==> config.mk <==
export PLATFORM = sky130hd
export DESIGN_NAME = rtc_alarm_watchdog_core
export DESIGN_NICKNAME = d
export VERILOG_FILES = /design/src/logic/rtc_alarm_watchdog_core.v
export VERILOG_INCLUDE_DIRS = /design/src /design/src/logic
export SDC_FILE = /design/constraint.sdc
export NUM_CORES = 1
export LEC_CHECK = 0
export BUFFER_PORTS_ARGS = -buffer_cell sky130_fd_sc_hd__clkbuf_2
export CAP_MARGIN = 30
export CELL_PAD_IN_SITES_DETAIL_PLACEMENT = 1
export CELL_PAD_IN_SITES_GLOBAL_PLACEMENT = 2
export CORE_MARGIN = 5
export CORE_UTILIZATION = 45
export CTS_BUF_LIST = sky130_fd_sc_hd__clkbuf_8
export CTS_CLUSTER_SIZE = 30
export DETAILED_ROUTE_END_ITERATION = 6
export GPL_TIMING_DRIVEN = 0
export MAX_ROUTING_LAYER = met4
export PLACE_DENSITY_LB_ADDON = 0.1
export SKIP_CTS_REPAIR_TIMING = 1
export SLEW_MARGIN = 10
export SYNTH_ARGS = -nofsm -noshare
export SYNTH_HDL_FRONTEND = slang
export SYNTH_SLANG_ARGS = --single-unit
==> constraint.sdc <==
create_clock -name clk_in -period 8.6 [get_ports clk_in]
set_clock_uncertainty 0.1 [all_clocks]
set_input_delay 1.29 -clock clk_in [delete_from_list [all_inputs] [get_ports clk_in]]
set_output_delay 1.29 -clock clk_in [all_outputs]
set_load 0.01 [all_outputs]
==> src/logic/rtc_core_defs.vh <==
// Purpose: constants for the clock, alarm and watchdog core
// Assumes: 25 MHz system clock, 32.768 kHz oscillator input
// Notes: offsets are the 4-bit register indices
`ifndef RTC_CORE_DEFS_VH
`define RTC_CORE_DEFS_VH

`define ADR_FLAGS 4'h0
`define ADR_ALM_SEC 4'h2
`define ADR_ALM_MIN 4'h3
`define ADR_ALM_HOUR 4'h4
`define ADR_ALM_DATE 4'h5
`define ADR_IRQ_CTL 4'h6
`define ADR_WDOG 4'h7
`define ADR_CTRL 4'h8
`define ADR_SEC 4'h9
`define ADR_MIN 4'hA
`define ADR_HOUR 4'hB
`define ADR_DAY 4'hC
`define ADR_DATE 4'hD
`define ADR_MONTH 4'hE
`define ADR_YEAR 4'hF

`define BIT_WRITE 7
`define BIT_READ 6
`define BIT_OSC 7
`define BIT_FT 6
`define BIT_AE 7
`define BIT_ABE 5
`define BIT_WDS 7
`define BIT_AMASK 7

`define RST_REG 8'h00
`define RST_SEC 8'h80
`define RST_WDOG 8'h00

`define PRE_SEC_END 15'h7FFF
`define PRE_SIXTEENTH_END 11'h7FF
`define CLK_NS 40
`define READ_CYCLE_NS 100
`define RC_CYCLES 3'h3
`define FREEZE_US 500
`define FREEZE_CYCLES 16'h30D4
`define REC_CYCLES 16'h0100

`endif

==> src/logic/rtc_alarm_watchdog_core.v <==
// Purpose: timekeeping, alarm, watchdog and host register port
// Assumes: bus, oscillator and supply pins asynchronous, sampled through two flip-flops; rst_n_in used directly
// Notes: open-drain interrupt given as level plus enable
`timescale 1ns/1ps
`default_nettype none
`include "rtc_core_defs.vh"

module rtc_alarm_watchdog_core #(
	parameter [15:0] FREEZE_CYCLES = `FREEZE_CYCLES,
	parameter [15:0] REC_CYCLES = `REC_CYCLES
) (
	// clock and reset
	input wire clk_in,
	input wire rst_n_in,
	// host bus pins
	input wire cs_n_in,
	input wire sram_ce_n_in,
	input wire we_n_in,
	input wire oe_n_in,
	input wire [3:0] addr_in,
	input wire [7:0] data_in,
	output reg [7:0] data_out,
	output reg data_oe_out,
	// oscillator and supply
	input wire osc_in,
	input wire power_good_in,
	// open-drain interrupt / test pin
	output reg interrupt_test_n_out,
	output reg interrupt_test_oe_out
);

	reg [17:0] sync1_r;
	reg [17:0] sync2_r;
	reg osc_d_r;
	reg [15:0] rec_cnt_r;
	reg bus_ok_r;
	reg pwrup_r;
	reg wr_prev_r;
	reg acc_prev_r;
	reg [3:0] wa_r;
	reg [7:0] wd_r;
	reg [3:0] acc_addr_r;
	reg [2:0] acc_cnt_r;
	reg [14:0] pre_r;
	reg [15:0] rclr_cnt_r;
	reg load_r;
	reg chk_r;
	reg af_r;
	reg wf_r;
	reg [10:0] wd_cnt_r;
	reg [7:0] ext_r [0:15];
	reg [7:0] sec_r, min_r, hour_r, day_r, date_r, mon_r, year_r, cent_r;
	integer i;

	// bcd increment with wrap, carry in bit 8
	function [8:0] bcd_inc;
		input [7:0] v;
		input [7:0] maxv;
		input [7:0] minv;
		begin
			if (v == maxv)
				bcd_inc = {1'b1, minv};
			else if (v[3:0] == 4'h9)
				bcd_inc = {1'b0, v[7:4] + 4'h1, 4'h0};
			else
				bcd_inc = {1'b0, v + 8'h01};
		end
	endfunction

	// last date of a month in bcd
	function [7:0] last_date;
		input [7:0] mon;
		input [7:0] yr;
		reg leap;
		begin
			leap = yr[4] ? (yr[3:0] == 4'h2 || yr[3:0] == 4'h6) :
				(yr[3:0] == 4'h0 || yr[3:0] == 4'h4 || yr[3:0] == 4'h8);
			case (mon)
				8'h02: last_date = leap ? 8'h29 : 8'h28;
				8'h04, 8'h06, 8'h09, 8'h11: last_date = 8'h30;
				default: last_date = 8'h31;
			endcase
		end
	endfunction

	// mask pattern to number of fields compared
	function [2:0] alarm_level;
		input [3:0] m;
		begin
			case (m)
				4'hF: alarm_level = 3'h0;
				4'hE: alarm_level = 3'h1;
				4'hC: alarm_level = 3'h2;
				4'h8: alarm_level = 3'h3;
				4'h0: alarm_level = 3'h4;
				default: alarm_level = 3'h0;
			endcase
		end
	endfunction

	// synchronised pins
	wire cs_n = sync2_r[17];
	wire ce_n = sync2_r[16];
	wire we_n = sync2_r[15];
	wire oe_n = sync2_r[14];
	wire [3:0] addr = sync2_r[13:10];
	wire [7:0] din = sync2_r[9:2];
	wire osc_s = sync2_r[1];
	wire pg_s = sync2_r[0];

	wire wr_act = bus_ok_r & ce_n & ~cs_n & ~we_n;
	wire rd_act = bus_ok_r & ce_n & ~cs_n & we_n & ~oe_n;
	wire acc_act = wr_act | rd_act;
	wire wr_end = wr_prev_r & ~wr_act;
	wire acc_end = acc_prev_r & ~acc_act;
	wire clr_flags = acc_end & (acc_addr_r == `ADR_FLAGS) & (acc_cnt_r >= `RC_CYCLES);
	wire wd_restart = acc_end & (acc_addr_r == `ADR_WDOG);

	wire [7:0] ctrl = ext_r[`ADR_CTRL];
	wire [7:0] irqc = ext_r[`ADR_IRQ_CTL];
	wire [7:0] wdog = ext_r[`ADR_WDOG];
	wire run = ~ext_r[`ADR_SEC][`BIT_OSC];
	wire osc_rise = run & osc_s & ~osc_d_r;
	wire sec_tick = osc_rise & (pre_r == `PRE_SEC_END);
	wire six_tick = osc_rise & (pre_r[10:0] == `PRE_SIXTEENTH_END);
	wire refresh = ~ctrl[`BIT_WRITE] & ~ctrl[`BIT_READ] & ~load_r &
		(rclr_cnt_r == FREEZE_CYCLES);

	wire [8:0] s_n = bcd_inc(sec_r, 8'h59, 8'h00);
	wire [8:0] m_n = bcd_inc(min_r, 8'h59, 8'h00);
	wire [8:0] h_n = bcd_inc(hour_r, 8'h23, 8'h00);
	wire [8:0] dy_n = bcd_inc(day_r, 8'h07, 8'h01);
	wire [8:0] dt_n = bcd_inc(date_r, last_date(mon_r, year_r), 8'h01);
	wire [8:0] mo_n = bcd_inc(mon_r, 8'h12, 8'h01);
	wire [8:0] y_n = bcd_inc(year_r, 8'h99, 8'h00);
	wire [8:0] c_n = bcd_inc(cent_r, 8'h39, 8'h00);

	wire [2:0] lvl = alarm_level({ext_r[`ADR_ALM_DATE][`BIT_AMASK],
		ext_r[`ADR_ALM_HOUR][`BIT_AMASK], ext_r[`ADR_ALM_MIN][`BIT_AMASK],
		ext_r[`ADR_ALM_SEC][`BIT_AMASK]});
	wire match = (lvl < 3'h1 || ext_r[`ADR_ALM_SEC][6:0] == sec_r[6:0]) &&
		(lvl < 3'h2 || ext_r[`ADR_ALM_MIN][6:0] == min_r[6:0]) &&
		(lvl < 3'h3 || ext_r[`ADR_ALM_HOUR][5:0] == hour_r[5:0]) &&
		(lvl < 3'h4 || ext_r[`ADR_ALM_DATE][5:0] == date_r[5:0]);
	wire alarm_hit = chk_r & match;

	// watchdog limit in sixteenth-second units
	reg [10:0] wd_limit;
	always @* begin
		case (wdog[1:0])
			2'b00: wd_limit = {6'h00, wdog[6:2]};
			2'b01: wd_limit = {4'h0, wdog[6:2], 2'b00};
			2'b10: wd_limit = {2'b00, wdog[6:2], 4'h0};
			default: wd_limit = {wdog[6:2], 6'h00};
		endcase
	end
	wire wd_en = (wdog[6:2] != 5'h00);
	wire wd_fire = six_tick & wd_en & ~wd_restart & (wd_cnt_r + 11'h001 == wd_limit);

	wire irq_on = (af_r & irqc[`BIT_AE] & (bus_ok_r | irqc[`BIT_ABE])) |
		(wf_r & ~wdog[`BIT_WDS]);
	wire ft_on = run & ext_r[`ADR_DAY][`BIT_FT] & ~irqc[`BIT_AE] &
		(wdog[`BIT_WDS] | (wdog == 8'h00));
	wire irq_n_nxt = irq_on ? 1'b0 : (ft_on ? pre_r[5] : 1'b1);

	// pin synchronisers, supply recovery and bus tracking
	always @(posedge clk_in) begin
		if (!rst_n_in) begin
			sync1_r <= 18'h00000;
			sync2_r <= 18'h00000;
			osc_d_r <= 1'b0;
			rec_cnt_r <= 16'h0000;
			bus_ok_r <= 1'b0;
			pwrup_r <= 1'b0;
			wr_prev_r <= 1'b0;
			acc_prev_r <= 1'b0;
			wa_r <= 4'h0;
			wd_r <= 8'h00;
			acc_addr_r <= 4'h0;
			acc_cnt_r <= 3'h0;
		end else begin
			sync1_r <= {cs_n_in, sram_ce_n_in, we_n_in, oe_n_in, addr_in, data_in,
				osc_in, power_good_in};
			sync2_r <= sync1_r;
			osc_d_r <= osc_s;
			if (!pg_s)
				rec_cnt_r <= 16'h0000;
			else if (rec_cnt_r != REC_CYCLES)
				rec_cnt_r <= rec_cnt_r + 16'h0001;
			bus_ok_r <= pg_s & (rec_cnt_r == REC_CYCLES);
			pwrup_r <= pg_s & (rec_cnt_r == REC_CYCLES) & ~bus_ok_r;
			wr_prev_r <= wr_act;
			acc_prev_r <= acc_act;
			if (wr_act) begin
				wa_r <= addr;
				wd_r <= din;
			end
			if (acc_act) begin
				acc_addr_r <= addr;
				if (!acc_prev_r || addr != acc_addr_r)
					acc_cnt_r <= 3'h1;
				else if (acc_cnt_r != 3'h7)
					acc_cnt_r <= acc_cnt_r + 3'h1;
			end
		end
	end

	// prescaler, freeze timer, calendar counters
	always @(posedge clk_in) begin
		if (!rst_n_in) begin
			pre_r <= 15'h0000;
			rclr_cnt_r <= 16'h0000;
			load_r <= 1'b0;
			chk_r <= 1'b0;
			sec_r <= 8'h00;
			min_r <= 8'h00;
			hour_r <= 8'h00;
			day_r <= 8'h01;
			date_r <= 8'h01;
			mon_r <= 8'h01;
			year_r <= 8'h00;
			cent_r <= 8'h00;
		end else begin
			load_r <= wr_end & (wa_r == `ADR_CTRL) & ~wd_r[`BIT_WRITE] & ctrl[`BIT_WRITE];
			chk_r <= sec_tick;
			if (ctrl[`BIT_READ])
				rclr_cnt_r <= 16'h0000;
			else if (rclr_cnt_r != FREEZE_CYCLES)
				rclr_cnt_r <= rclr_cnt_r + 16'h0001;
			if (load_r)
				pre_r <= 15'h0000;
			else if (osc_rise)
				pre_r <= pre_r + 15'h0001;
			if (load_r) begin
				sec_r <= {1'b0, ext_r[`ADR_SEC][6:0]};
				min_r <= ext_r[`ADR_MIN];
				hour_r <= ext_r[`ADR_HOUR];
				day_r <= {5'h00, ext_r[`ADR_DAY][2:0]};
				date_r <= ext_r[`ADR_DATE];
				mon_r <= ext_r[`ADR_MONTH];
				year_r <= ext_r[`ADR_YEAR];
				cent_r <= {2'b00, ctrl[5:0]};
			end else if (sec_tick) begin
				sec_r <= s_n[7:0];
				if (s_n[8]) begin
					min_r <= m_n[7:0];
					if (m_n[8]) begin
						hour_r <= h_n[7:0];
						if (h_n[8]) begin
							day_r <= dy_n[7:0];
							date_r <= dt_n[7:0];
							if (dt_n[8]) begin
								mon_r <= mo_n[7:0];
								if (mo_n[8]) begin
									year_r <= y_n[7:0];
									if (y_n[8])
										cent_r <= c_n[7:0];
								end
							end
						end
					end
				end
			end
		end
	end

	// host registers, flags, watchdog, pins
	always @(posedge clk_in) begin
		if (!rst_n_in) begin
			for (i = 0; i < 16; i = i + 1)
				ext_r[i] <= `RST_REG;
			ext_r[`ADR_SEC] <= `RST_SEC;
			ext_r[`ADR_WDOG] <= `RST_WDOG;
			af_r <= 1'b0;
			wf_r <= 1'b0;
			wd_cnt_r <= 11'h000;
			data_out <= 8'h00;
			data_oe_out <= 1'b0;
			interrupt_test_n_out <= 1'b1;
			interrupt_test_oe_out <= 1'b0;
		end else begin
			if (refresh) begin
				ext_r[`ADR_CTRL][5:0] <= cent_r[5:0];
				ext_r[`ADR_SEC][6:0] <= sec_r[6:0];
				ext_r[`ADR_MIN] <= min_r;
				ext_r[`ADR_HOUR] <= hour_r;
				ext_r[`ADR_DAY][2:0] <= day_r[2:0];
				ext_r[`ADR_DATE] <= date_r;
				ext_r[`ADR_MONTH] <= mon_r;
				ext_r[`ADR_YEAR] <= year_r;
			end
			if (pwrup_r) begin
				ext_r[`ADR_IRQ_CTL][`BIT_AE] <= 1'b0;
				ext_r[`ADR_IRQ_CTL][`BIT_ABE] <= 1'b0;
				ext_r[`ADR_DAY][`BIT_FT] <= 1'b0;
				ext_r[`ADR_WDOG] <= `RST_WDOG;
			end else if (wr_end && wa_r != `ADR_FLAGS)
				ext_r[wa_r] <= wd_r;
			af_r <= alarm_hit | (af_r & ~clr_flags);
			wf_r <= wd_fire | (wf_r & ~clr_flags & ~wd_restart);
			if (wd_restart || !wd_en || pwrup_r)
				wd_cnt_r <= 11'h000;
			else if (six_tick)
				wd_cnt_r <= wd_fire ? 11'h000 : wd_cnt_r + 11'h001;
			data_out <= (addr == `ADR_FLAGS) ? {wf_r, af_r, 6'h00} : ext_r[addr];
			data_oe_out <= rd_act;
			interrupt_test_n_out <= irq_n_nxt;
			interrupt_test_oe_out <= ~irq_n_nxt;
		end
	end

endmodule // rtc_alarm_watchdog_core
`default_nettype wire

-- Yosys cells after proc, flatten, opt, wreduce, memory -nomap -nowiden
Memories as Yosys holds them, arrays and structs flattened. A register that Yosys moved wholly into a read port is not among the register bits.
Index checks and enable logic that the tools add are counted.
- add/sub/neg operators: 21
- $lt $le $gt $ge: 5
- eq/ne operators: 53
- muxes and demuxes: 96
- bitwise gates (word level): 109
- reduce and logical (&&, ||, !) cells: 48
- operator list (kind ; number):
    8-bit 2-to-1 mux ; 45
    8-bit by 1-bit adder with 8-bit output (second input constant) ; 8
    1-bit bitwise AND ; 59
    6-bit 2-to-1 mux ; 9
    9-bit 2-to-1 mux ; 6
    4-bit equality test (second input constant) ; 13
    11-bit one-hot mux with 3 select lines ; 1
    16-bit by 1-bit adder with 16-bit output (second input constant) ; 2
    4-bit by 1-bit adder with 4-bit output (second input constant) ; 8
    4-bit equality test (first input constant) ; 8
    1-bit NOT ; 30
    8-bit by 3-bit equality test with 1-bit output (second input constant) ; 3
    3-bit 2-to-1 mux ; 8
    7-bit 2-to-1 mux ; 3
    1-bit OR ; 20
    1-bit 2-to-1 mux ; 19
    16-bit by 14-bit equality test with 1-bit output (second input constant) ; 1
    16-bit by 9-bit equality test with 1-bit output (second input constant) ; 1
    8-bit by 5-bit equality test with 1-bit output (second input constant) ; 2
    8-bit by 6-bit equality test with 1-bit output (second input constant) ; 2
    8-bit by 7-bit equality test with 1-bit output (second input constant) ; 2
    4-bit zero test ; 4
    16-bit by 14-bit inequality test with 1-bit output (second input constant) ; 1
    16-bit by 9-bit inequality test with 1-bit output (second input constant) ; 1
    43 further kinds ; 76
- flip-flop bits (word level): 197
- bits in writable memories: 128
- output and inout port bits: 11
- memories kept: 1
- memory list (memory ; depth ; width ; read ports ; clocked after Yosys merged registers in ; write ports ; line ; text):
    ext_r ; 16 ; 8 ; 15 ; 1 ; 16 ; rtc_alarm_watchdog_core.v:51 ; reg [7:0] ext_r [0:15];

-- Depth between registers and ports, before layout
Gate-level depths: netlist of run 1.
- depth after elaboration: 14
- gate-level depth with buffers: 11
- depth with buffers taken out: 9

-- Least setup slack after synthesis of run 1
OpenSTA, ideal clock, no wires.
- kind: input to register
- start point: in rst_n_in
- end point: mem ext_r[1][0] (enable)
- library setup time: 384 ps
- arrival time: 2977 ps
- slack: 5139 ps
- stages on the path: 5
- path through: clkbuf_1 > nand2_1 > or3_1 > or3_1 > o21ai_0
- RTL lines (element ; line ; text):
    start, declared ; rtc_alarm_watchdog_core.v:14 ; input wire rst_n_in,
    end, declared ; rtc_alarm_watchdog_core.v:51 ;

==> results_tabular.tex, run 1 <==
\begin{tabular}{lr}
\hline
Metric & Value \\
\hline
\multicolumn{2}{l}{\textbf{Worst setup path}} \\
Required time at the endpoint of the critical path & 9.02 ns \\
CP bufs+invs & 0 \\
Setup Crit Path Kind & reg2reg \\
Cell-by-cell listing of the critical path & nor3b\_2, nand4\_1, or4\_1, or2\_2, nor2\_1, a31oi\_1, o311a\_1 \\
Arrival time at the worst endpoint & 5.01 ns \\
Instance count on the critical path & 7 \\
Worst reg2reg path depth & 7 \\
Largest stage delay, worst path & 0.86 ns \\
Standard cell with the maximum stage delay on the critical path & or4\_1 \\
Capturing element type of the critical path & register \\
Highest net fanout along the worst path & 9 \\
Type of origin of the critical path & register \\
Delay-heaviest family, CP & simple AND/OR/NAND/NOR gates \\
\multicolumn{2}{l}{\textbf{Timing}} \\
Hold Fails Final Rpt & 0 \\
Final count of pins violating max slew & 0 \\
Transition time of the tightest slew-check pin & 1.03 ns \\
Setup TNS & 0 ns \\
Time the final worst path needs with I/O delays and setup & 4.59 ns \\
Final setup viols & 0 \\
Slew HR & 31.3\% \\
Fmax & 218 MHz \\
Unrepaired setup endpoints after global routing & no \\
Ratio of final minimum period to clock period & 53.4\% \\
Post-route worst setup slack & 4.01 ns \\
\multicolumn{2}{l}{\textbf{CTS}} \\
CTS tree & yes \\
Root cell of the clock tree & clkbuf\_8 \\
Largest buffer count on any clock path & 3 \\
Number of levels the H-tree was split into & 2 \\
Worst-path clk slew & 0.07 ns \\
TritonCTS sink count & 323 \\
Number of buffers created by CTS & 55 \\
Latest clock arrival within the worst-skew pair & 0.67 ns \\
\multicolumn{2}{l}{\textbf{GRT}} \\
Global route total overflow & 0 \\
Global-route wire length before repair & 86600 um \\
Most Used Layer, Global Route & met2 \\
Global-route met3 utilization & 5.19\% \\
Pin count of the biggest net entering global routing & 16 \\
Fraction of met2 tracks used by global routing & 46.3\% \\
Number of global-route vias before repair & 14200 \\
GRT Resource Usage Total & 28.4\% \\
Initial antenna violation count & 1 \\
Global-route met1 utilization & 36.5\% \\
\multicolumn{2}{l}{\textbf{Routing}} \\
Overall via count from detail\_route & 14000 \\
Average detailed-routed wire length per instance & 24.0 um \\
Wire length after detailed routing & 57000 um \\
Via density per instance & 5.90 \\
Antenna violation net count after detailed routing & 0 \\
Detailed router's first-iteration violation count & 929 \\
First-pass iteration count of the detailed router & 5 \\
Remaining routing DRC violations & 0 \\
\multicolumn{2}{l}{\textbf{Synthesis}} \\
Synth top area share & 24.0\% \\
Post-Synthesis Cells & 1750 \\
Yosys Warn Count & 0 \\
Sequential fraction of the synthesis area & 46.7\% \\
Primary FF master, synth & dfxtp\_1 \\
Proportion of register bits with asynchronous set or reset after synthesis & 0\% \\
Post-Syn Area per Cell & 9.45 um2 \\
Biggest area contributors in the synthesized netlist & dfxtp\_1 (24\%), edfxtp\_1 (23\%), nand2\_1 (5.6\%) \\
Post-synth top area cell & dfxtp\_1 \\
Post-synth EDFFs & 125 \\
Synthesis-stage register bit count & 323 \\
Most frequent cells after synthesis & nand2\_1 (248), dfxtp\_1 (198), nor2\_1 (156), edfxtp\_1 (125) \\
Mapped Area & 16500 um2 \\
Most instantiated library cell after synthesis & nand2\_1 \\
Count of distinct cell types in the synthesized netlist & 79 \\
\multicolumn{2}{l}{\textbf{Hold path}} \\
Hold depth & 1 \\
Classification of the worst-slack hold path & reg2reg \\
\multicolumn{2}{l}{\textbf{Outcome}} \\
Outcome & finished, final reports clean \\
\multicolumn{2}{l}{\textbf{Floorplan}} \\
Starting density of the core & 45.4\% \\
Die span in x & 202 um \\
Number of standard-cell rows in the floorplan & 70 \\
Num ports & 31 \\
Floorplan core area & 36400 um2 \\
Area of the die & 40700 um2 \\
Die height & 202 um \\
\multicolumn{2}{l}{\textbf{Place}} \\
Total half-perimeter wirelength after legalization and detailed placement & 42100 um \\
Pre-CTS worst setup slack & 4.10 ns \\
Final RePlAce weighted congestion & 0.919 \\
IO Port Bufs & 29 \\
\multicolumn{2}{l}{\textbf{Cells and area}} \\
Share of post-route cells with drive strength above 1 & 9.79\% \\
Final-stage net count & 1912 \\
Relative area change from synthesis to final layout & 11.7\% \\
\multicolumn{2}{l}{\textbf{Power}} \\
Largest voltage drop on the vdd net & 0.109 mV \\
Power density over the cells & 172 nW/um2 \\
Static Leak & 6.61 nW \\
\multicolumn{2}{l}{\textbf{Job}} \\
Max cap viols & 0 \\
\hline
\end{tabular}
worst reg2reg max path, cell delays in order, from the launching register on:
cell,delay (ns)
edfxtp_1,0.48
nor3b_2,0.81
nand4_1,0.70
or4_1,0.86
or2_2,0.39
nor2_1,0.55
a31oi_1,0.19
o311a_1,0.37
cells in the final DEF (no fill, tap or decap), drive strengths merged, types with 50 or more instances in the layout:
cell | Yosys | routed
nand2 | 248 | 248
nor2 | 156 | 156
o21ai | 106 | 106
and2 | 105 | 105
clkbuf | 97 | 188
dfxtp | 198 | 198
inv | 36 | 59
xor2 | 56 | 56
edfxtp | 125 | 125
xnor2 | 50 | 50
a21oi | 70 | 70
stage by stage:
| stage | util (%) | instances | hold WS, ns | cell area (um2) | total power [W] |
|---|---|---|---|---|---|
| floorplan | - | 1755 | 0.305 | 16600 | 0.00176 |
| global placement | 47.4 | 2252 | 0.318 | 17300 | 0.00182 |
| detailed placement | 47.6 | 2262 | 0.322 | 17400 | 0.00183 |
| CTS | 50.6 | 2363 | 0.330 | 18400 | 0.00321 |
| global route | 50.7 | 2369 | 0.348 | 18500 | 0.00328 |
| finish | 50.7 | 2369 | 0.325 | 18500 | 0.00318 |
final timing paths:
check / start / endpoint / slack (ns)
setup / recovery: ext_r[9][7]$_DFFE_PP_ / mon_r[2]$_SDFFE_PN0P_ / 4.01
hold / removal: sync1_r[3]$_SDFF_PN0_ / sync2_r[3]$_SDFF_PN0_ / 0.33
setup reg to reg: ext_r[9][7]$_DFFE_PP_ / mon_r[2]$_SDFFE_PN0P_ / 4.01
hold reg to reg: sync1_r[3]$_SDFF_PN0_ / sync2_r[3]$_SDFF_PN0_ / 0.33
logic make-up (layout without fill, tap and decap cells):
| family | count (synthesis) | after routing | share of synthesized area (%) |
|---|---|---|---|
| simple gates | 777 | 777 | 23.4 |
| flops | 323 | 323 | 46.7 |
| compound gates | 299 | 299 | 11.2 |
| buf+inv | 142 | 287 | 3.29 |
| xor+xnor | 108 | 108 | 5.89 |
| mux | 64 | 64 | 6.76 |
| fa+ha+maj | 36 | 36 | 2.72 |
| other cells | 1 | 7 | 0.0227 |
per-layer routing:
| metal | wire length [um] | up-vias | share of wire, % |
|---|---|---|---|
| met2 | 27300 | 430 | 48 |
| li1 | - | 6454 | - |
| met1 | 24700 | 7010 | 43 |
| met4 | 1430 | 0 | 2.5 |
| met3 | 3520 | 91 | 6.2 |
| met5 | 0 | - | 0 |
registers in the layout (all words and copies together), names as in the netlist, 11 cells and up:
| name | flops |
|---|---|
| ext_r | 126 |
| pre_r | 15 |
| rclr_cnt_r | 16 |
| rec_cnt_r | 16 |
| sync1_r | 18 |
| sync2_r | 18 |
| wd_cnt_r | 11 |
area by class of cell:
class	count	area [um2]
fillers	4230	18000
clock buffers	61	840
repair buffers	44	254
diodes	1	2.50
multi-input cells	1290	8290
flip-flops and latches	323	7720
well taps	468	586
clock inverters	40	229
plain buffers	105	405
inverters	37	139
power by group:
| group | leakage (nW) | internal, W | switching [W] |
|---|---|---|---|
| logic | 3.09 | 0.0000554 | 0.0000888 |
| registers | 2.88 | 0.00162 | 0.0000295 |
| clock network | 0.642 | 0.000714 | 0.000670 |
| total | 6.61 | 0.00239 | 0.000788 |
Power figures use the tool's default switching activity.
==> run 2, diff against run 1 <==
--- a/config.mk
+++ b/config.mk
@@ -11,7 +11,7 @@
 export CELL_PAD_IN_SITES_DETAIL_PLACEMENT = 1
 export CELL_PAD_IN_SITES_GLOBAL_PLACEMENT = 2
 export CORE_MARGIN = 5
-export CORE_UTILIZATION = 45
+export CORE_UTILIZATION = 38
 export CTS_BUF_LIST = sky130_fd_sc_hd__clkbuf_8
 export CTS_CLUSTER_SIZE = 30
 export DETAILED_ROUTE_END_ITERATION = 6
==> constraint.sdc (replaced) <==
create_clock -name clk_in -period 3.8 [get_ports clk_in]
set_clock_uncertainty 0.1 [all_clocks]
set_input_delay 0.57 -clock clk_in [delete_from_list [all_inputs] [get_ports clk_in]]
set_output_delay 0.57 -clock clk_in [all_outputs]
set_load 0.01 [all_outputs]
==> run 2 against run 1 <==
Against the previous run:
- maximum frequency grew 22%
- sequential power grew 130%
- sequential cell count is the same
- global-route usage shrank 2.9 points
- utilization shrank 6.8 points
- clock power grew 150%
- design area grew 2.3%
- worst setup slack lost 4.0 ns
- die area grew 17%
- register-to-register slack lost 4.0 ns
- worst hold slack lost 0.30 ns
- critical path type unchanged
- largest power group unchanged
==> results_tabular.tex, run 2 (synthesized netlist as in run 1, its figures left out) <==
\begin{tabular}{lr}
\hline
Metric & Value \\
\hline
\multicolumn{2}{l}{\textbf{Routing}} \\
Met3 routed wirelength & 3540 um (was 3520 um) \\
Detailed router's first-iteration violation count & 947 (was 929) \\
Average detailed-routed wire length per instance & 23.9 um (was 24.0 um) \\
Antenna violation net count after detailed routing & 0 (unchanged) \\
Routed wire length on met2 & 27900 um (was 27300 um) \\
WL met1 & 26200 um (was 24700 um) \\
Top sig layer & met4 (unchanged) \\
Remaining routing DRC violations & 0 (unchanged) \\
First-pass iteration count of the detailed router & 5 (unchanged) \\
Wire length after detailed routing & 59800 um (was 57000 um) \\
Overall via count from detail\_route & 14000 (about the same) \\
Via density per instance & 5.61 (was 5.90) \\
\multicolumn{2}{l}{\textbf{Hold path}} \\
Worst Hold End & sync1\_r[15]\$\_SDFF\_PN0\_ (was sync2\_r[3]\$\_SDFF\_PN0\_) \\
Beginning of the worst hold path & we\_n\_in (was sync1\_r[3]\$\_SDFF\_PN0\_) \\
Classification of the worst-slack hold path & in2reg (was reg2reg) \\
Hold depth & 2 (was 1) \\
\multicolumn{2}{l}{\textbf{Worst setup path}} \\
Capturing element type of the critical path & register (unchanged) \\
Standard cell with the maximum stage delay on the critical path & a2111oi\_0 (was or4\_1) \\
Type of origin of the critical path & register (unchanged) \\
Required time at the endpoint of the critical path & 4.24 ns (was 9.02 ns) \\
Largest stage delay, worst path & 0.74 ns (was 0.86 ns) \\
Worst reg2reg path depth & 10 (was 7) \\
Setup Crit Path Kind & reg2reg (unchanged) \\
Arrival time at the worst endpoint & 4.20 ns (was 5.01 ns) \\
Highest net fanout along the worst path & 10 (was 9) \\
Worst reg2reg startpoint & mon\_r[2]\$\_SDFFE\_PN0P\_ (was ext\_r[9][7]\$\_DFFE\_PP\_) \\
Cell-by-cell listing of the critical path & buf\_6, or4\_4, a2111oi\_0, o31a\_1, o21a\_1, buf\_2, clkbuf\_1, o21ai\_0, a211oi\_1, nor2\_1 (was nor3b\_2, nand4\_1, or4\_1, or2\_2, nor2\_1, a31oi\_1, o311a\_1) \\
Worst reg-to-reg setup slack & 0.05 ns (was 4.01 ns) \\
Worst reg2reg endpoint & date\_r[4]\$\_SDFFE\_PN0P\_ (was mon\_r[2]\$\_SDFFE\_PN0P\_) \\
\multicolumn{2}{l}{\textbf{Timing}} \\
Transition time of the tightest slew-check pin & 0.990 ns (was 1.03 ns) \\
Minimum hold slack & 0.0211 ns (was 0.325 ns) \\
Ratio of final minimum period to clock period & 98.8\% (was 53.4\%) \\
Post-route worst setup slack & 0.0463 ns (was 4.01 ns) \\
Final count of pins violating max slew & 0 (unchanged) \\
Slew HR & 34.0\% (was 31.3\%) \\
Hold Fails Final Rpt & 0 (unchanged) \\
Time the final worst path needs with I/O delays and setup & 3.75 ns (was 4.59 ns) \\
Fmax & 266 MHz (was 218 MHz) \\
Final setup viols & 0 (unchanged) \\
\multicolumn{2}{l}{\textbf{CTS}} \\
CTS tree & yes (unchanged) \\
Largest buffer count on any clock path & 3 (unchanged) \\
Number of buffers created by CTS & 59 (was 55) \\
Latest clock arrival within the worst-skew pair & 0.67 ns (about the same) \\
Number of levels the H-tree was split into & 2 (unchanged) \\
Root cell of the clock tree & clkbuf\_8 (unchanged) \\
Worst-path clk slew & 0.07 ns (about the same) \\
TritonCTS sink count & 323 (unchanged) \\
\multicolumn{2}{l}{\textbf{Floorplan}} \\
Die height & 219 um (was 202 um) \\
Area of the die & 47800 um2 (was 40700 um2) \\
Number of standard-cell rows in the floorplan & 76 (was 70) \\
Floorplan core area & 43100 um2 (was 36400 um2) \\
Starting density of the core & 38.4\% (was 45.4\%) \\
Die span in x & 219 um (was 202 um) \\
Num ports & 31 (unchanged) \\
\multicolumn{2}{l}{\textbf{GRT}} \\
Pin count of the biggest net entering global routing & 16 (unchanged) \\
Initial antenna violation count & 0 (was 1) \\
Number of global-route vias before repair & 14300 (was 14200) \\
GRT Resource Usage Total & 25.5\% (was 28.4\%) \\
Global route total overflow & 0 (unchanged) \\
Global-route wire length before repair & 89500 um (was 86600 um) \\
\multicolumn{2}{l}{\textbf{Cells and area}} \\
Largest registers & ext\_r: 126 flops, sync1\_r: 18 flops, sync2\_r: 18 flops (unchanged) \\
Most used cells in the layout excluding fill and tap cells & nand2\_1 (248), dfxtp\_1 (198), nor2\_1 (155) (was nand2\_1 (248), dfxtp\_1 (198), nor2\_1 (156)) \\
Fin area & 18900 um2 (was 18500 um2) \\
Relative area change from synthesis to final layout & 14.2\% (was 11.7\%) \\
Antenna Diode Count & 0 (was 1) \\
Final-stage net count & 1922 (was 1912) \\
Area of combinational cells with multiple inputs & 8350 um2 (was 8290 um2) \\
Share of post-route cells with drive strength above 1 & 10.6\% (was 9.79\%) \\
Register ranked first by flip-flop count & ext\_r (unchanged) \\
Largest register FFs & 126 (unchanged) \\
Combined flip-flop and latch cell area & 7720 um2 (unchanged) \\
Filler instances & 4985 (was 4230) \\
Commonest non-fill, non-tap cell in the layout & nand2\_1 (unchanged) \\
\multicolumn{2}{l}{\textbf{Outcome}} \\
Outcome & finished, final reports clean (unchanged) \\
\multicolumn{2}{l}{\textbf{Power}} \\
Largest voltage drop on the vdd net & 0.248 mV (was 0.109 mV) \\
Proportion of power drawn by flip-flops and latches & 50.1\% (was 52.0\%) \\
Comb pwr share & 4.5\% (about the same) \\
Sw Pwr & 0.00185 W (was 0.000788 W) \\
Power density over the cells & 395 nW/um2 (was 172 nW/um2) \\
Post-layout total power & 0.00747 W (was 0.00318 W) \\
Static Leak & 6.73 nW (was 6.61 nW) \\
Clock network fraction of total power & 45.4\% (was 43.5\%) \\
Internal power summed over all cells & 0.00562 W (was 0.00239 W) \\
Switching share of power & 24.8\% (about the same) \\
\multicolumn{2}{l}{\textbf{Place}} \\
Pre-CTS worst setup slack & -0.753 ns (was 4.10 ns) \\
Total half-perimeter wirelength after legalization and detailed placement & 44100 um (was 42100 um) \\
Placed cell areas & 17600 um2 (was 17400 um2) \\
IO Port Bufs & 29 (unchanged) \\
Final RePlAce weighted congestion & 0.917 (was 0.919) \\
\multicolumn{2}{l}{\textbf{Job}} \\
Max cap viols & 0 (unchanged) \\
\hline
\end{tabular}
run 2: cell count changes in the layout (fill, tap and decap cells not counted), moves of 3 or more:
cell | before | now
buf_8 | 0 | 3
dlygate4sd3_1 | 0 | 4
clkinv_2 | 13 | 8
clkbuf_8 | 61 | 77
run 2: per-layer routing:
layer  up-vias  track usage, %
li1       6488               -
met1      7035            33.0
met2       388            40.9
met3       124            4.47
met4         0            8.52
met5         -               -
run 2: how the worst max path moves through the flow:
stage	slack [ns]	from	cells after the start	to
after CTS	-0.74	ext_r[9][7]$_DFFE_PP_	7	mon_r[2]$_SDFFE_PN0P_
after floorplan	0.79	mon_r[2]$_SDFFE_PN0P_	8	cent_r[6]$_SDFFE_PP0P_
after global placement	-1.05	ext_r[9][7]$_DFFE_PP_	7	year_r[1]$_SDFFE_PN0P_
final	0.05	mon_r[2]$_SDFFE_PN0P_	10	date_r[4]$_SDFFE_PN0P_
after detailed placement	-0.75	ext_r[9][7]$_DFFE_PP_	7	mon_r[2]$_SDFFE_PN0P_
after global routing	-0.007	sec_r[0]$_SDFFE_PN0P_	9	year_r[1]$_SDFFE_PN0P_
run 2: layout make-up:
class | instances | share of cell area [%]
Sequential cell | 323 | 40.9
Inverter | 37 | 0.735
Clock buffer | 77 | 5.61
Tap cell | 585 | 3.88
Multi-Input combinational cell | 1290 | 44.2
Clock inverter | 35 | 0.795
Buffer | 105 | 2.16
Timing Repair Buffer | 50 | 1.76
run 2: worst max-delay path, delay by kind of cell (launching register included):
kind	cells	cell delay (ns)
compound gates	5	1.61
buf+inv	3	0.95
flops	1	0.31
simple gates	2	0.66
run 2: through the flow:
| step | setup TNS [ns] | instances | utilization, % |
|---|---|---|---|
| floorplan | 0 | 1755 | - |
| global placement | -22.34 | 2369 | 40.5 |
| detailed placement | -13.52 | 2384 | 40.8 |
| CTS | -13.43 | 2496 | 43.6 |
| global route | -0.00731 | 2502 | 43.8 |
| finish | 0 | 2502 | 43.8 |
run 2: power groups by stage:
stage	Clock [W]	Sequential, W	Combinational [W]
after floorplan	0	0.00378	0.000194
after global placement	0	0.00381	0.000317
after detailed placement	0	0.00381	0.000332
after CTS	0.00346	0.00374	0.000333
after global routing	0.00362	0.00375	0.000358
final	0.00339	0.00374	0.000338
==> run 3, diff against run 2 <==
==> constraint.sdc (replaced) <==
create_clock -name clk_in -period 3.2 [get_ports clk_in]
set_clock_uncertainty 0.1 [all_clocks]
set_input_delay 0.48 -clock clk_in [delete_from_list [all_inputs] [get_ports clk_in]]
set_output_delay 0.48 -clock clk_in [all_outputs]
set_load 0.01 [all_outputs]
==> run 3 against run 2 <==
Against the previous run:
- the flow now finishes with violations (negative setup slack)
- non-clock buffer count up 20
- maximum frequency up 17%
- sequential cell count is the same
- utilization up 0.77 points
- highest routed layer unchanged
- design area rose by 1.7%
- sequential share of layout area shrank 0.69 points
- clock-buffer cell count did not move
- total power rose by 19%
- critical path type unchanged
- sequential power increased by 19%
- largest cell class unchanged
- register-to-register slack worse by 0.07 ns
- worst hold slack improved by 0.23 ns
==> results_tabular.tex, run 3 (synthesized netlist as in run 1, its figures left out) <==
\begin{tabular}{lr}
\hline
Metric & Value \\
\hline
\multicolumn{2}{l}{\textbf{Routing}} \\
Overall via count from detail\_route & 14100 (was 14000) \\
Remaining routing DRC violations & 0 (unchanged) \\
Via density per instance & 5.58 (was 5.61) \\
Met3 routed wirelength & 3150 um (was 3540 um) \\
Antenna violation net count after detailed routing & 0 (unchanged) \\
Routed wire length on met2 & 28500 um (was 27900 um) \\
First-pass iteration count of the detailed router & 6 (was 5) \\
Detailed router's first-iteration violation count & 1003 (was 947) \\
Wire length after detailed routing & 60200 um (was 59800 um) \\
WL met1 & 26600 um (was 26200 um) \\
Top sig layer & met4 (unchanged) \\
Average detailed-routed wire length per instance & 23.9 um (about the same) \\
\multicolumn{2}{l}{\textbf{Timing}} \\
Transition time of the tightest slew-check pin & 1.00 ns (was 0.990 ns) \\
Final count of pins violating max slew & 0 (unchanged) \\
Time the final worst path needs with I/O delays and setup & 3.22 ns (was 3.75 ns) \\
Slew HR & 33.1\% (was 34.0\%) \\
Minimum hold slack & 0.250 ns (was 0.0211 ns) \\
Unrepaired setup endpoints after global routing & yes \\
Post-route worst setup slack & -0.0195 ns (was 0.0463 ns) \\
Hold Fails Final Rpt & 0 (unchanged) \\
Ratio of final minimum period to clock period & 101\% (was 98.8\%) \\
Final setup viols & 2 (was 0) \\
Fmax & 311 MHz (was 266 MHz) \\
\multicolumn{2}{l}{\textbf{Cells and area}} \\
End-of-flow core utilization & 44.6\% (was 43.8\%) \\
Non-filler instance count after layout & 2522 (was 2502) \\
Most used cells in the layout excluding fill and tap cells & nand2\_1 (246), dfxtp\_1 (196), nor2\_1 (154) (was nand2\_1 (248), dfxtp\_1 (198), nor2\_1 (155)) \\
Largest register FFs & 126 (unchanged) \\
Final-stage net count & 1942 (was 1922) \\
Share of post-route cells with drive strength above 1 & 12.4\% (was 10.6\%) \\
Commonest non-fill, non-tap cell in the layout & nand2\_1 (unchanged) \\
Register ranked first by flip-flop count & ext\_r (unchanged) \\
Largest registers & ext\_r: 126 flops, sync1\_r: 18 flops, sync2\_r: 18 flops (unchanged) \\
Relative area change from synthesis to final layout & 16.2\% (was 14.2\%) \\
Antenna Diode Count & 0 (unchanged) \\
\multicolumn{2}{l}{\textbf{Worst setup path}} \\
Required time at the endpoint of the critical path & 3.65 ns (was 4.24 ns) \\
Highest net fanout along the worst path & 8 (was 10) \\
Arrival time at the worst endpoint & 3.67 ns (was 4.20 ns) \\
Type of origin of the critical path & register (unchanged) \\
Worst reg2reg path depth & 8 (was 10) \\
Capturing element type of the critical path & register (unchanged) \\
Worst reg-to-reg setup slack & -0.02 ns (was 0.05 ns) \\
Setup Crit Path Kind & reg2reg (unchanged) \\
\multicolumn{2}{l}{\textbf{CTS}} \\
Worst-path clk slew & 0.07 ns (about the same) \\
Number of buffers created by CTS & 59 (unchanged) \\
Largest buffer count on any clock path & 3 (unchanged) \\
Number of levels the H-tree was split into & 2 (unchanged) \\
TritonCTS sink count & 323 (unchanged) \\
Latest clock arrival within the worst-skew pair & 0.67 ns (about the same) \\
Root cell of the clock tree & clkbuf\_8 (unchanged) \\
CTS tree & yes (unchanged) \\
\multicolumn{2}{l}{\textbf{Outcome}} \\
Outcome & complete, but fails checks (was finished, final reports clean) \\
Violated checks & negative setup slack \\
\multicolumn{2}{l}{\textbf{Place}} \\
IO Port Bufs & 29 (unchanged) \\
Total placed cells including tap cells & 2384 (unchanged) \\
Final RePlAce weighted congestion & 0.917 (unchanged) \\
Pre-CTS worst setup slack & -1.35 ns (was -0.753 ns) \\
Total half-perimeter wirelength after legalization and detailed placement & 44100 um (unchanged) \\
\multicolumn{2}{l}{\textbf{Power}} \\
Largest voltage drop on the vdd net & 0.290 mV (was 0.248 mV) \\
Switching share of power & 24.7\% (was 24.8\%) \\
Static Leak & 6.90 nW (was 6.73 nW) \\
Comb pwr share & 4.7\% (was 4.5\%) \\
Sw Pwr & 0.00220 W (was 0.00185 W) \\
Power density over the cells & 462 nW/um2 (was 395 nW/um2) \\
Proportion of power drawn by flip-flops and latches & 50.0\% (was 50.1\%) \\
Internal power summed over all cells & 0.00669 W (was 0.00562 W) \\
Clock network fraction of total power & 45.3\% (was 45.4\%) \\
\multicolumn{2}{l}{\textbf{Floorplan}} \\
Area of the die & 47800 um2 (unchanged) \\
Num ports & 31 (unchanged) \\
Floorplan core area & 43100 um2 (unchanged) \\
Starting density of the core & 38.4\% (unchanged) \\
Die height & 219 um (unchanged) \\
Number of standard-cell rows in the floorplan & 76 (unchanged) \\
Die span in x & 219 um (unchanged) \\
\multicolumn{2}{l}{\textbf{GRT}} \\
Global route total overflow & 0 (unchanged) \\
Initial antenna violation count & 0 (unchanged) \\
Pin count of the biggest net entering global routing & 16 (unchanged) \\
Number of global-route vias before repair & 14300 (unchanged) \\
GRT Resource Usage Total & 25.5\% (unchanged) \\
Global-route wire length before repair & 89500 um (unchanged) \\
\multicolumn{2}{l}{\textbf{Job}} \\
Max cap viols & 0 (unchanged) \\
\multicolumn{2}{l}{\textbf{Hold path}} \\
Hold depth & 3 (was 2) \\
Classification of the worst-slack hold path & in2reg (unchanged) \\
\hline
\end{tabular}
-- run 3: changes by cell type in the layout (fill, tap and decap cells not counted), sizes merged --
cell | previous run | this run
buf | 25 | 35
clkdlybuf4s15 | 0 | 1
clkbuf | 203 | 198
dlygate4sd3 | 4 | 18
-- run 3: power by group through the flow --
stage | combinational [W] | sequential, W | clock (W)
detailed placement | 0.000395 | 0.00453 | 0
global placement | 0.000376 | 0.00453 | 0
global route | 0.000444 | 0.00445 | 0.00430
CTS | 0.000396 | 0.00444 | 0.00411
floorplan | 0.000230 | 0.00449 | 0
finish | 0.000418 | 0.00444 | 0.00402
-- run 3: layout make-up --
| type | instances | area [um2] |
|---|---|---|
| Timing Repair Buffer | 73 | 543 |
| Tap cell | 585 | 732 |
| Sequential cell | 323 | 7720 |
| Clock inverter | 35 | 150 |
| Buffer | 102 | 419 |
| Multi-Input combinational cell | 1290 | 8450 |
| Fill cell | 4959 | 23900 |
| Clock buffer | 77 | 1060 |
| Inverter | 37 | 139 |
-- run 3: per-layer routing --
metal	global-route usage, %	vias up
met2	40.9	387
li1	-	6523
met1	33.0	7063
met3	4.47	110
met4	8.52	0
met5	-	-
-- run 3: worst max-delay path: stages, from the launching register on --
cell	delay [ns]
edfxtp_1	0.50
nor3b_4	0.35
nand4_1	0.15
buf_4	0.22
or4_4	0.61
or2_2	0.40
nor2_4	0.28
a31oi_1	0.12
o311a_1	0.37
-- run 3: worst paths after layout --
kind                                            start                      to
worst min-delay path                         rst_n_in  data_oe_out$_SDFF_PN0_
worst min register to register  sync2_r[9]$_SDFF_PN0_    wd_r[7]$_SDFFE_PN0P_
worst max-delay path            ext_r[9][7]$_DFFE_PP_   mon_r[2]$_SDFFE_PN0P_
worst max register to register  ext_r[9][7]$_DFFE_PP_   mon_r[2]$_SDFFE_PN0P_
-- run 3: metrics by stage --
stage,setup TNS [ns],power (W),instance area [um2]
final,-0.0278,0.00888,19200
after global routing,-0.256,0.00919,19200
after CTS,-51.98,0.00894,18800
after detailed placement,-62.33,0.00492,17600
after global placement,-83.58,0.00490,17400
after floorplan,0,0.00472,16600
